**config.mk**
```make
export PLATFORM = sky130hd
export DESIGN_NAME = dual_timer_counter_unit
export DESIGN_NICKNAME = d
export VERILOG_FILES = /design/src/shared/timer_pkg.sv /design/src/fall_detect.sv /design/src/dual_timer_counter_unit.sv
export SDC_FILE = /design/constraint.sdc
export NUM_CORES = 1
export LEC_CHECK = 0
export ABC_AREA = 1
export BUFFER_PORTS_ARGS = -buffer_cell sky130_fd_sc_hd__buf_2
export CAP_MARGIN = 10
export CORE_MARGIN = 2
export CORE_UTILIZATION = 50
export CTS_BUF_LIST = sky130_fd_sc_hd__clkbuf_8
export DETAILED_ROUTE_END_ITERATION = 10
export PLACE_DENSITY = 0.86
export SLEW_MARGIN = 20
export SYNTH_ARGS = -nofsm -noshare
export SYNTH_HDL_FRONTEND = slang
export SYNTH_SLANG_ARGS = --single-unit
```
**constraint.sdc**
```tcl
create_clock -name core_clk -period 2.8 [get_ports core_clk]
set_input_delay 0.56 -clock core_clk [delete_from_list [all_inputs] [get_ports core_clk]]
set_output_delay 0.56 -clock core_clk [all_outputs]
set_load 0.05 [all_outputs]
```
**src/shared/timer_pkg.sv**
```systemverilog
// package: register map, field positions, reset values and timing for the dual timer
package timer_pkg;
  // byte addresses on the ahb-lite bus, one aligned word each
  localparam logic [7:0] addr_mode_config  = 8'h00;
  localparam logic [7:0] addr_run_flag     = 8'h04;
  localparam logic [7:0] addr_first_low    = 8'h08;
  localparam logic [7:0] addr_first_high   = 8'h0c;
  localparam logic [7:0] addr_second_low   = 8'h10;
  localparam logic [7:0] addr_second_high  = 8'h14;

  // field positions inside one nibble of the mode register
  localparam int mode_lsb_pos    = 0;
  localparam int mode_msb_pos    = 1;
  localparam int counter_sel_pos = 2;
  localparam int gate_en_pos     = 3;
  localparam int second_nibble   = 4;

  // field positions in the run/flag register
  localparam int first_run_pos   = 4;
  localparam int first_ovf_pos   = 5;
  localparam int second_run_pos  = 6;
  localparam int second_ovf_pos  = 7;

  // reset values
  localparam logic [7:0] mode_config_reset = 8'h00;
  localparam logic [7:0] run_flag_reset    = 8'h00;
  localparam logic [7:0] count_reset       = 8'h00;

  // machine cycle: 12 oscillator periods
  localparam int          osc_per_machine = 12;
  localparam logic [3:0]  prescale_last   = 4'(osc_per_machine - 1);

  // mode encodings
  typedef enum logic [1:0]
  {
    mode_13bit  = 2'b00,
    mode_16bit  = 2'b01,
    mode_reload = 2'b10,
    mode_split  = 2'b11
  } timer_mode_t;
endpackage

```
**src/fall_detect.sv**
```systemverilog
// module: synchronises a count pin and flags a falling edge on the machine-cycle strobe
`timescale 1ns/10ps
module fall_detect
  import timer_pkg::*;
(
  input  wire logic core_clk,
  input  wire logic sys_rst,
  input  wire logic machine_tick,
  input  wire logic pin,
  output logic      fall
);
  typedef struct packed
  {
    logic meta;
    logic sync;
    logic last_sample;
    logic prev_sample;
  } fd_state_t;

  fd_state_t state;
  fd_state_t next_state;

  ////////////////////////////////////////////////////////////////////
  // two-stage sync, then sample once per machine cycle
  always_comb
  begin
    next_state      = state;
    next_state.meta = pin;
    next_state.sync = state.meta;
    if (machine_tick)
    begin
      // two successive samples: edge seen one cycle after the low sample
      next_state.last_sample = state.sync;
      next_state.prev_sample = state.last_sample;
    end
  end

  always_ff @(posedge core_clk or posedge sys_rst)
  begin
    if (sys_rst)
      state <= '0;
    else
      state <= next_state;
  end

  // high then low across two machine cycles is one count
  assign fall = state.prev_sample & ~state.last_sample;
endmodule

```
**src/dual_timer_counter_unit.sv**
```systemverilog
// module: two 16-bit timer/counters with four modes behind an ahb-lite slave
// Operation
// - timer mode counts once per machine cycle
// - counter mode counts count-pin falling edges
// - edge recognition takes two machine cycles
// - mode 0: 13-bit, high byte plus five
// - setting run bit keeps the count bytes
// - rollover to zero sets overflow flag
// - mode 1: full 16-bit counter
// - mode 2: low byte reloads from high
// - mode 3 splits first unit in two
// - second unit mode 3 stops and holds
// - low nibble first unit, high second
// - nibble: mode bits, select, gate
// - select one counts pins, zero cycles
// - gate: count only while gate pin high
// - mode bits decode 13,16,reload,split
// - cleared run bit stops the unit
//
// The address map and register access over AHB-Lite were decided locally.
`timescale 1ns/10ps
module dual_timer_counter_unit
  import timer_pkg::*;
(
  input  wire logic        core_clk,
  input  wire logic        sys_rst,
  input  wire logic        hsel,
  input  wire logic [31:0] haddr,
  input  wire logic [1:0]  htrans,
  input  wire logic        hwrite,
  input  wire logic [2:0]  hsize,
  input  wire logic [31:0] hwdata,
  input  wire logic        hready,
  output logic      [31:0] hrdata,
  output logic             hreadyout,
  output logic             hresp,
  input  wire logic        first_count_pin,
  input  wire logic        second_count_pin,
  input  wire logic        first_gate_pin,
  input  wire logic        second_gate_pin
);
  typedef struct packed
  {
    logic [3:0]  prescale;
    logic        machine_tick;
    logic        gate0_meta;
    logic        gate0_sync;
    logic        gate1_meta;
    logic        gate1_sync;
    logic        wr_pend;
    logic [7:0]  wr_addr;
    logic [7:0]  timer_mode_config;
    logic        first_run_control;
    logic        second_run_control;
    logic        first_overflow_flag;
    logic        second_overflow_flag;
    logic [3:0]  ext_int_bits;
    logic [7:0]  first_timer_low_byte;
    logic [7:0]  first_timer_high_byte;
    logic [7:0]  second_timer_low_byte;
    logic [7:0]  second_timer_high_byte;
    logic [31:0] rdata;
  } top_state_t;

  top_state_t state;
  top_state_t next_state;
  logic       first_fall;
  logic       second_fall;

  ////////////////////////////////////////////////////////////////////
  // helpers

  // one enable for a unit given its nibble, run bit, gate pin and edge
  function automatic logic unit_advance(input logic [3:0] nib, input logic run,
                                        input logic gate, input logic fall,
                                        input logic tick);
    logic src;
    src = nib[counter_sel_pos] ? fall : tick;
    unit_advance = src & run & (~nib[gate_en_pos] | gate);
  endfunction

  // read view of the run/flag register
  function automatic logic [7:0] run_flag_view(input top_state_t s);
    logic [7:0] v;
    v = {s.second_overflow_flag, s.second_run_control,
         s.first_overflow_flag, s.first_run_control, s.ext_int_bits};
    run_flag_view = v;
  endfunction

  ////////////////////////////////////////////////////////////////////
  // edge detectors on the count pins; each holds its own two-flop sync
  fall_detect first_edge
  (
    .core_clk     (core_clk),
    .sys_rst      (sys_rst),
    .machine_tick (state.machine_tick),
    .pin          (first_count_pin),
    .fall         (first_fall)
  );

  fall_detect second_edge
  (
    .core_clk     (core_clk),
    .sys_rst      (sys_rst),
    .machine_tick (state.machine_tick),
    .pin          (second_count_pin),
    .fall         (second_fall)
  );

  ////////////////////////////////////////////////////////////////////
  // next-state logic: prescaler, counting, bus writes and reads
  always_comb
  begin
    logic [3:0]  nib0;
    logic [3:0]  nib1;
    logic        tick;
    logic        adv0;
    logic        adv1;
    logic        fall0;
    logic        fall1;
    logic [8:0]  sum8;
    logic [13:0] sum13;
    logic [16:0] sum16;
    logic        set_ovf0;
    logic        set_ovf1;
    logic [7:0]  wd;
    logic        rd_take;
    nib0     = '0;
    nib1     = '0;
    tick     = 1'b0;
    adv0     = 1'b0;
    adv1     = 1'b0;
    fall0    = 1'b0;
    fall1    = 1'b0;
    sum8     = '0;
    sum13    = '0;
    sum16    = '0;
    set_ovf0 = 1'b0;
    set_ovf1 = 1'b0;
    wd       = hwdata[7:0];
    rd_take  = 1'b0;
    next_state = state;

    // divide by twelve into a one-cycle strobe
    if (state.prescale == prescale_last)
      next_state.prescale = '0;
    else
      next_state.prescale = state.prescale + 4'h1;
    next_state.machine_tick = (state.prescale == prescale_last);
    tick = state.machine_tick;

    // gate pins cross into the clock domain
    next_state.gate0_meta = first_gate_pin;
    next_state.gate0_sync = state.gate0_meta;
    next_state.gate1_meta = second_gate_pin;
    next_state.gate1_sync = state.gate1_meta;

    // edges only count on the strobe; the detectors sample on it too
    fall0 = first_fall & tick;
    fall1 = second_fall & tick;

    nib0 = state.timer_mode_config[3:0];
    nib1 = state.timer_mode_config[7:second_nibble];

    // first unit, low part always follows its own nibble
    adv0 = unit_advance(nib0, state.first_run_control, state.gate0_sync, fall0, tick);
    // second unit
    adv1 = unit_advance(nib1, state.second_run_control, state.gate1_sync, fall1, tick);

    // first unit by mode
    case (timer_mode_t'(nib0[mode_msb_pos:mode_lsb_pos]))
      mode_13bit:
      begin
        if (adv0)
        begin
          // upper three low bits are left as they were
          sum13 = {1'b0, state.first_timer_high_byte,
                   state.first_timer_low_byte[4:0]} + 14'h0001;
          next_state.first_timer_high_byte     = sum13[12:5];
          next_state.first_timer_low_byte[4:0] = sum13[4:0];
          set_ovf0 = sum13[13];
        end
      end
      mode_16bit:
      begin
        if (adv0)
        begin
          sum16 = {1'b0, state.first_timer_high_byte,
                   state.first_timer_low_byte} + 17'h00001;
          next_state.first_timer_high_byte = sum16[15:8];
          next_state.first_timer_low_byte  = sum16[7:0];
          set_ovf0 = sum16[16];
        end
      end
      mode_reload:
      begin
        if (adv0)
        begin
          sum8 = {1'b0, state.first_timer_low_byte} + 9'h001;
          next_state.first_timer_low_byte = sum8[8] ? state.first_timer_high_byte
                                                    : sum8[7:0];
          set_ovf0 = sum8[8];
        end
      end
      default:
      begin
        // split: low byte on first controls, high byte on second run bit
        if (adv0)
        begin
          sum8 = {1'b0, state.first_timer_low_byte} + 9'h001;
          next_state.first_timer_low_byte = sum8[7:0];
          set_ovf0 = sum8[8];
        end
        if (tick & state.second_run_control)
        begin
          next_state.first_timer_high_byte = state.first_timer_high_byte + 8'h01;
          set_ovf1 = (state.first_timer_high_byte == 8'hff);
        end
      end
    endcase

    // second unit by mode
    case (timer_mode_t'(nib1[mode_msb_pos:mode_lsb_pos]))
      mode_13bit:
      begin
        if (adv1)
        begin
          sum13 = {1'b0, state.second_timer_high_byte,
                   state.second_timer_low_byte[4:0]} + 14'h0001;
          next_state.second_timer_high_byte     = sum13[12:5];
          next_state.second_timer_low_byte[4:0] = sum13[4:0];
          set_ovf1 = set_ovf1 | sum13[13];
        end
      end
      mode_16bit:
      begin
        if (adv1)
        begin
          sum16 = {1'b0, state.second_timer_high_byte,
                   state.second_timer_low_byte} + 17'h00001;
          next_state.second_timer_high_byte = sum16[15:8];
          next_state.second_timer_low_byte  = sum16[7:0];
          set_ovf1 = set_ovf1 | sum16[16];
        end
      end
      mode_reload:
      begin
        if (adv1)
        begin
          sum8 = {1'b0, state.second_timer_low_byte} + 9'h001;
          next_state.second_timer_low_byte = sum8[8] ? state.second_timer_high_byte
                                                     : sum8[7:0];
          set_ovf1 = set_ovf1 | sum8[8];
        end
      end
      default:
      begin
        // stopped: count held as is
        next_state.second_timer_low_byte  = state.second_timer_low_byte;
        next_state.second_timer_high_byte = state.second_timer_high_byte;
      end
    endcase

    // bus write lands one cycle after its address phase
    if (state.wr_pend)
    begin
      case (state.wr_addr)
        addr_mode_config: next_state.timer_mode_config = wd;
        addr_run_flag:
        begin
          // run bits stored only; counts untouched
          next_state.first_run_control    = wd[first_run_pos];
          next_state.second_run_control   = wd[second_run_pos];
          next_state.first_overflow_flag  = wd[first_ovf_pos];
          next_state.second_overflow_flag = wd[second_ovf_pos];
          next_state.ext_int_bits         = wd[3:0];
        end
        addr_first_low:   next_state.first_timer_low_byte   = wd;
        addr_first_high:  next_state.first_timer_high_byte  = wd;
        addr_second_low:  next_state.second_timer_low_byte  = wd;
        addr_second_high: next_state.second_timer_high_byte = wd;
        default:          next_state.wr_addr = state.wr_addr;
      endcase
    end

    // hardware set wins over a software clear in the same cycle
    if (set_ovf0)
      next_state.first_overflow_flag = 1'b1;
    if (set_ovf1)
      next_state.second_overflow_flag = 1'b1;

    // address phase: latch writes, capture read data
    rd_take = hsel & hready & htrans[1];
    next_state.wr_pend = rd_take & hwrite;
    if (rd_take)
      next_state.wr_addr = haddr[7:0];
    if (rd_take & ~hwrite)
    begin
      case (haddr[7:0])
        addr_mode_config: next_state.rdata = {24'h000000, state.timer_mode_config};
        addr_run_flag:    next_state.rdata = {24'h000000, run_flag_view(state)};
        addr_first_low:   next_state.rdata = {24'h000000, state.first_timer_low_byte};
        addr_first_high:  next_state.rdata = {24'h000000, state.first_timer_high_byte};
        addr_second_low:  next_state.rdata = {24'h000000, state.second_timer_low_byte};
        addr_second_high: next_state.rdata = {24'h000000, state.second_timer_high_byte};
        default:          next_state.rdata = 32'h00000000;
      endcase
    end
  end

  ////////////////////////////////////////////////////////////////////
  // single register stage for all state
  always_ff @(posedge core_clk or posedge sys_rst)
  begin
    if (sys_rst)
    begin
      state                   <= '0;
      state.timer_mode_config <= mode_config_reset;
      state.first_timer_low_byte   <= count_reset;
      state.first_timer_high_byte  <= count_reset;
      state.second_timer_low_byte  <= count_reset;
      state.second_timer_high_byte <= count_reset;
    end
    else
      state <= next_state;
  end

  // zero-wait slave, always okay
  assign hreadyout = 1'b1;
  assign hresp     = 1'b0;
  assign hrdata    = state.rdata;
endmodule

```
**After elaboration in Yosys (flattened, before gate mapping)**

Cells that the tools add are included.

- Eq/ne operators: 16
- Reductions and logical operators: 13
- Add/subtract/negate cells: 8
- Bitwise operators: 23
- Multiplexer cells: 39

Operators with widths:

| kind | number |
|---|---|
| $mux 8 | 11 |
| $pmux 8 s6 | 1 |
| $mux 38 | 1 |
| $add 16x1->17 const B | 2 |
| $eq 8x4->1 const B | 4 |
| $eq 8x5->1 const B | 4 |
| $mux 16 | 2 |
| $pmux 5 s3 | 2 |
| $add 13x1->14 const B | 2 |
| $mux 13 | 2 |
| $pmux 8 s3 | 1 |
| $add 8x1->9 const B | 2 |
| $eq 8x3->1 const B | 2 |
| $logic_not 8->1 | 2 |
| $pmux 8 s2 | 1 |
| $and 1x1->1 | 13 |
| $mux 1 | 12 |
| $pmux 3 s3 | 1 |
| $add 8x1->8 const B | 1 |
| $eq 8x8->1 const B | 1 |
| $reduce_and 2->1 | 4 |
| $reduce_bool 2->1 | 4 |
| $mux 6 | 1 |
| $pmux 3 s2 | 1 |
| other kinds (11) | 22 |

- Output and inout bits: 34
- Bits in registers: 106
- Input port bits: 78
- Logic and storage cells: 126

**Longest topological paths before layout**

- Depth after elaboration: 11
- Mapped depth: 15
- Depth with buffers taken out: 13

**Cells and area by module**

A second synthesis with hierarchy kept.

- Cells, all modules: 920
- Area, all modules: 6202.2 sq um

By module, submodules not included:

| module | instances | seq. area each (sq um) | cells each | area each (sq um) |
|---|---|---|---|---|
| dual_timer_counter_unit | 1 | 1851.8 | 892 | 5926.9 |
| fall_detect | 2 | 100.1 | 14 | 137.6 |

**Worst setup path after synthesis**

OpenSTA, ideal clock, no wires.

- Kind: input to register
- Start point: input port haddr[1]
- End point: register state, in the netlist hrdata[0]
- Setup slack: 1.206 ns
- Data required time: 2.735 ns
- Stages on the path: 9
- Buffers on the path: 0
- Library setup time: 0.065 ns
- Arrival: 1.529 ns
- Path through: inv_1 -> nand2_1 -> nor3_2 -> nand2_1 -> o22ai_1 -> nor2_1 -> nand2_1 -> nand2_1 -> nand2_1

- Cells in the longest elaborated chain, start to end: 2
- Elaborated cells between the ends (all ways): 7
- Those cells by class: 5 x eq/ne; 1 x mux; 1 x reduce/logical

RTL lines:

| what | RTL line | text |
|---|---|---|
| from (decl) | dual_timer_counter_unit.sv:28 | `input wire logic [31:0] haddr,` |
| $eq 8x5->1, or another cell as far along | dual_timer_counter_unit.sv:299 | `case (haddr[7:0])` |
| $pmux 8 s6 * | dual_timer_counter_unit.sv:299 |  |
| to (signal assigned) | dual_timer_counter_unit.sv:325 | `state <= next_state;` |
| to (decl) | dual_timer_counter_unit.sv:65 | `top_state_t state;` |

Mark *: on every way between the ends. The rest lies on a longest branch, timed or not.
A chain may end at the register's enable or synchronous reset.

==> impl_metrics.json <==
{
  "initial_core_util_pct": 51.11,
  "cp.required_ps": 3050,
  "p_comb_share_pct": 33.5,
  "grtUsageTotal_pct": 27.74,
  "finClkSkew_ps": 12.47,
  "dr.pass1.iters": 8,
  "final_core_util_pct": 53.76,
  "finalCriticalPeriod_ps": 2184,
  "dp_hpwl_um": 13030,
  "cts-resized-gates": 0,
  "yosys.area_share.xor_xnor_pct": 1.003,
  "arrival_ps": 2430,
  "cts_setup_buffers": 0,
  "drv_slew": 0,
  "final_cell_mix": "nand2_1, inv_1, nand3_1, dfrtp_1, nor2_1",
  "rows": 40,
  "n_antenna_cell": 0,
  "pwr-share-seq_pct": 42.9,
  "crit_type": "flip-flop to flip-flop",
  "area_growth_pct": 5.178,
  "gp_congestion": 1.007,
  "finalInstanceArea_um2": 6430,
  "fill_cells": 1229,
  "fin_crit_sh_pct": 77.99,
  "hold_class": "input pin to asynchronous set/reset pin",
  "path_buf_inv": 2,
  "cp_max_fo": 10,
  "insertion_delay_ps": 390,
  "rsz0062_at_grt": "false",
  "intPower_mw": 2.111,
  "synth_enable_flop_cells": 0,
  "slowest_delay_ps": 620,
  "synthFlopType": "dfrtp_1",
  "timing.slew.headroom_pct": 50.71,
  "layout_commonest_cell": "nand2_1",
  "vias": 6192,
  "postSynthAreaPerCell_um2": 6.566,
  "yosysSeqAreaShare_pct": 33.57,
  "cpLargestDelayFamily": "simple AND/OR/NAND/NOR gates",
  "clockBufferDepth": 2,
  "synth_area_leader_cell": "dfrtp_1",
  "port_buffers": 33,
  "synth_seq_cells": 82,
  "cts_buffers": 9,
  "crit_path_end_kind": "flip-flop",
  "cts_sinks": 82,
  "status": "completed",
  "p_switching_mw": 1.747,
  "ant_nets": 0,
  "wirelength_um": 17430,
  "grt_max_degree": 51,
  "power.leakage_nw": 3.217,
  "antenna_found_initial": 0,
  "synth_top_area_share_pct": 33.57,
  "cts_root_buf": "clkbuf_8",
  "drt_iter0_drc": 687,
  "clockPowerShare_pct": 23.6,
  "cts_tree": "yes",
  "fp.coreArea_um2": 11960,
  "dp_cells": 1086,
  "yosysWarnings": 0,
  "irDropWorstVdd_uv": 510.0,
  "cts_hold_buffers": 0,
  "synth_top_family_by_area": "simple AND/OR/NAND/NOR gates",
  "synthTopCellsByArea": "dfrtp_1, nand2_1, nand3_1",
  "cts_htree_levels": 3,
  "async_flop_share_pct": 100.0,
  "synth_cell_types": 38,
  "drive_gt1_share_pct": 10.58,
  "placed_cell_area_um2": 6230,
  "synth_compound_area_share_pct": 14.18,
  "switching_share_pct": 45.28,
  "synthSimpleGateAreaFrac_pct": 35.65,
  "wire_per_inst_um": 15.82,
  "yosys-mux-area-fraction_pct": 0.1637,
  "cp_slowest_cell": "nor2_1",
  "dieArea_um2": 13130,
  "syn-cell-area_um2": 6113,
  "setup_tns_ps": 0,
  "synth_fa_ha_area_share_pct": 1.637,
  "die_w_um": 114.6,
  "cp_cell_sequence": "inv_1 -> ha_1 -> nor2_1 -> inv_1 -> o21ai_0 -> nand2_1 -> nand2_1 -> a22oi_1",
  "grt_pass1_vias": 5610,
  "drv_cap": 0,
  "ios": 112,
  "regToRegSetupSlack_ps": 620,
  "drc": 0,
  "grt_overflow": 0,
  "setup_violations": 0,
  "p_per_area_nw_per_um2": 600.1,
  "fin_cells": 1102,
  "timing.fmax_mhz": 457.9,
  "hold_viol_final": 0,
  "clkSlewWorstSetupHoldPaths_ps": 100,
  "num-nets-final": 1036,
  "via_per_inst": 5.619,
  "die_height_um": 114.6,
  "syn_inst": 931,
  "hold_slack_ps": 203.5,
  "startpoint_type": "flip-flop",
  "worst_pin_slew_ps": 733.6,
  "grt_pass1_wl_um": 28320
}
[cell families after synthesis]
group | count (synthesis)
buf+inv | 175
compound gates | 164
mux | 1
simple gates | 492
other cells | 2
fa+ha+maj | 8
flops | 82
xor+xnor | 7
[final cells by class]
type | instances | area [um^2] | share of cell area, %
multi-input combinational | 698 | 3316 | 51.57
sequential | 82 | 2052 | 31.91
inverter | 120 | 455.4 | 7.083
timing repair buffer | 39 | 222.7 | 3.464
tap | 147 | 183.9 | 2.860
clock buffer | 9 | 123.9 | 1.926
clock inverter | 7 | 76.32 | 1.187
[worst reg2reg max path: stages, from the launching register on]
cell and delay [ps]:
dfrtp_1 420, inv_1 110, ha_1 360, nor2_1 620
inv_1 210, o21ai_0 120, nand2_1 70, nand2_1 60
a22oi_1 70
[cells in the mapped netlist, types with 2 or more instances]
cell type	count
nand2_1	248
inv_1	111
nand3_1	105
dfrtp_1	82
nor2_1	81
o21ai_0	67
a21oi_1	59
buf_4	36
o21ai_1	17
o22ai_1	13
nand4_1	11
nor2_2	11
nor3_1	11
nand2_2	10
buf_2	8
ha_1	8
clkbuf_1	7
xor2_1	7
inv_2	6
nor3_2	5
buf_6	4
nor2_4	4
conb_1	2
nand2_4	2
nor3_4	2
o211ai_1	2
[metal layers]
| metal | wire, um | GRT usage [%] | share of wire (%) |
|---|---|---|---|
| met1 | 7590 | 39.04 | 44 |
| met5 | 0 | 0 | 0 |
| met3 | 1664 | 5.294 | 9.5 |
| met2 | 7517 | 42.09 | 43 |
| met4 | 659 | 11.30 | 3.8 |
[metrics by stage]
step | power [mW] | setup slack, ps
final | 3.858 | 616.3
after global routing | 4.099 | 558.3
after CTS | 3.825 | 715.1
after detailed placement | 2.924 | 640.4
after global placement | 2.887 | 646.3
after floorplan | 2.600 | 131.6
[state kept, by name (all words and copies together), names as in the netlist]
signal and count:
hrdata 8, first_edge.state 3, state 64, first_edge.next_state 1, second_edge.next_state 1, second_edge.state 3, next_state 2
[worst paths after layout]
path	from	to	depth (start not counted)
max in group asynchronous	sys_rst	state[58]	3
max reg2reg	state[76]	state[42]	8
min in group core_clk	first_count_pin	first_edge.next_state[2]	1
max	state[76]	state[42]	8
min	sys_rst	state[95]	2
min reg2reg	next_state[91]	state[91]	0
[power groups by stage]
stage | Clock [mW] | Combinational (mW) | Sequential [mW]
2_1_floorplan | 0 | 1.05 | 1.55
3_3_place_gp | 0 | 1.23 | 1.66
3_5_place_dp | 0 | 1.26 | 1.67
4_1_cts | 0.921 | 1.26 | 1.64
5_1_grt | 0.975 | 1.44 | 1.68
6_report | 0.911 | 1.29 | 1.66
Note: power is estimated with default switching activity, not from simulation.
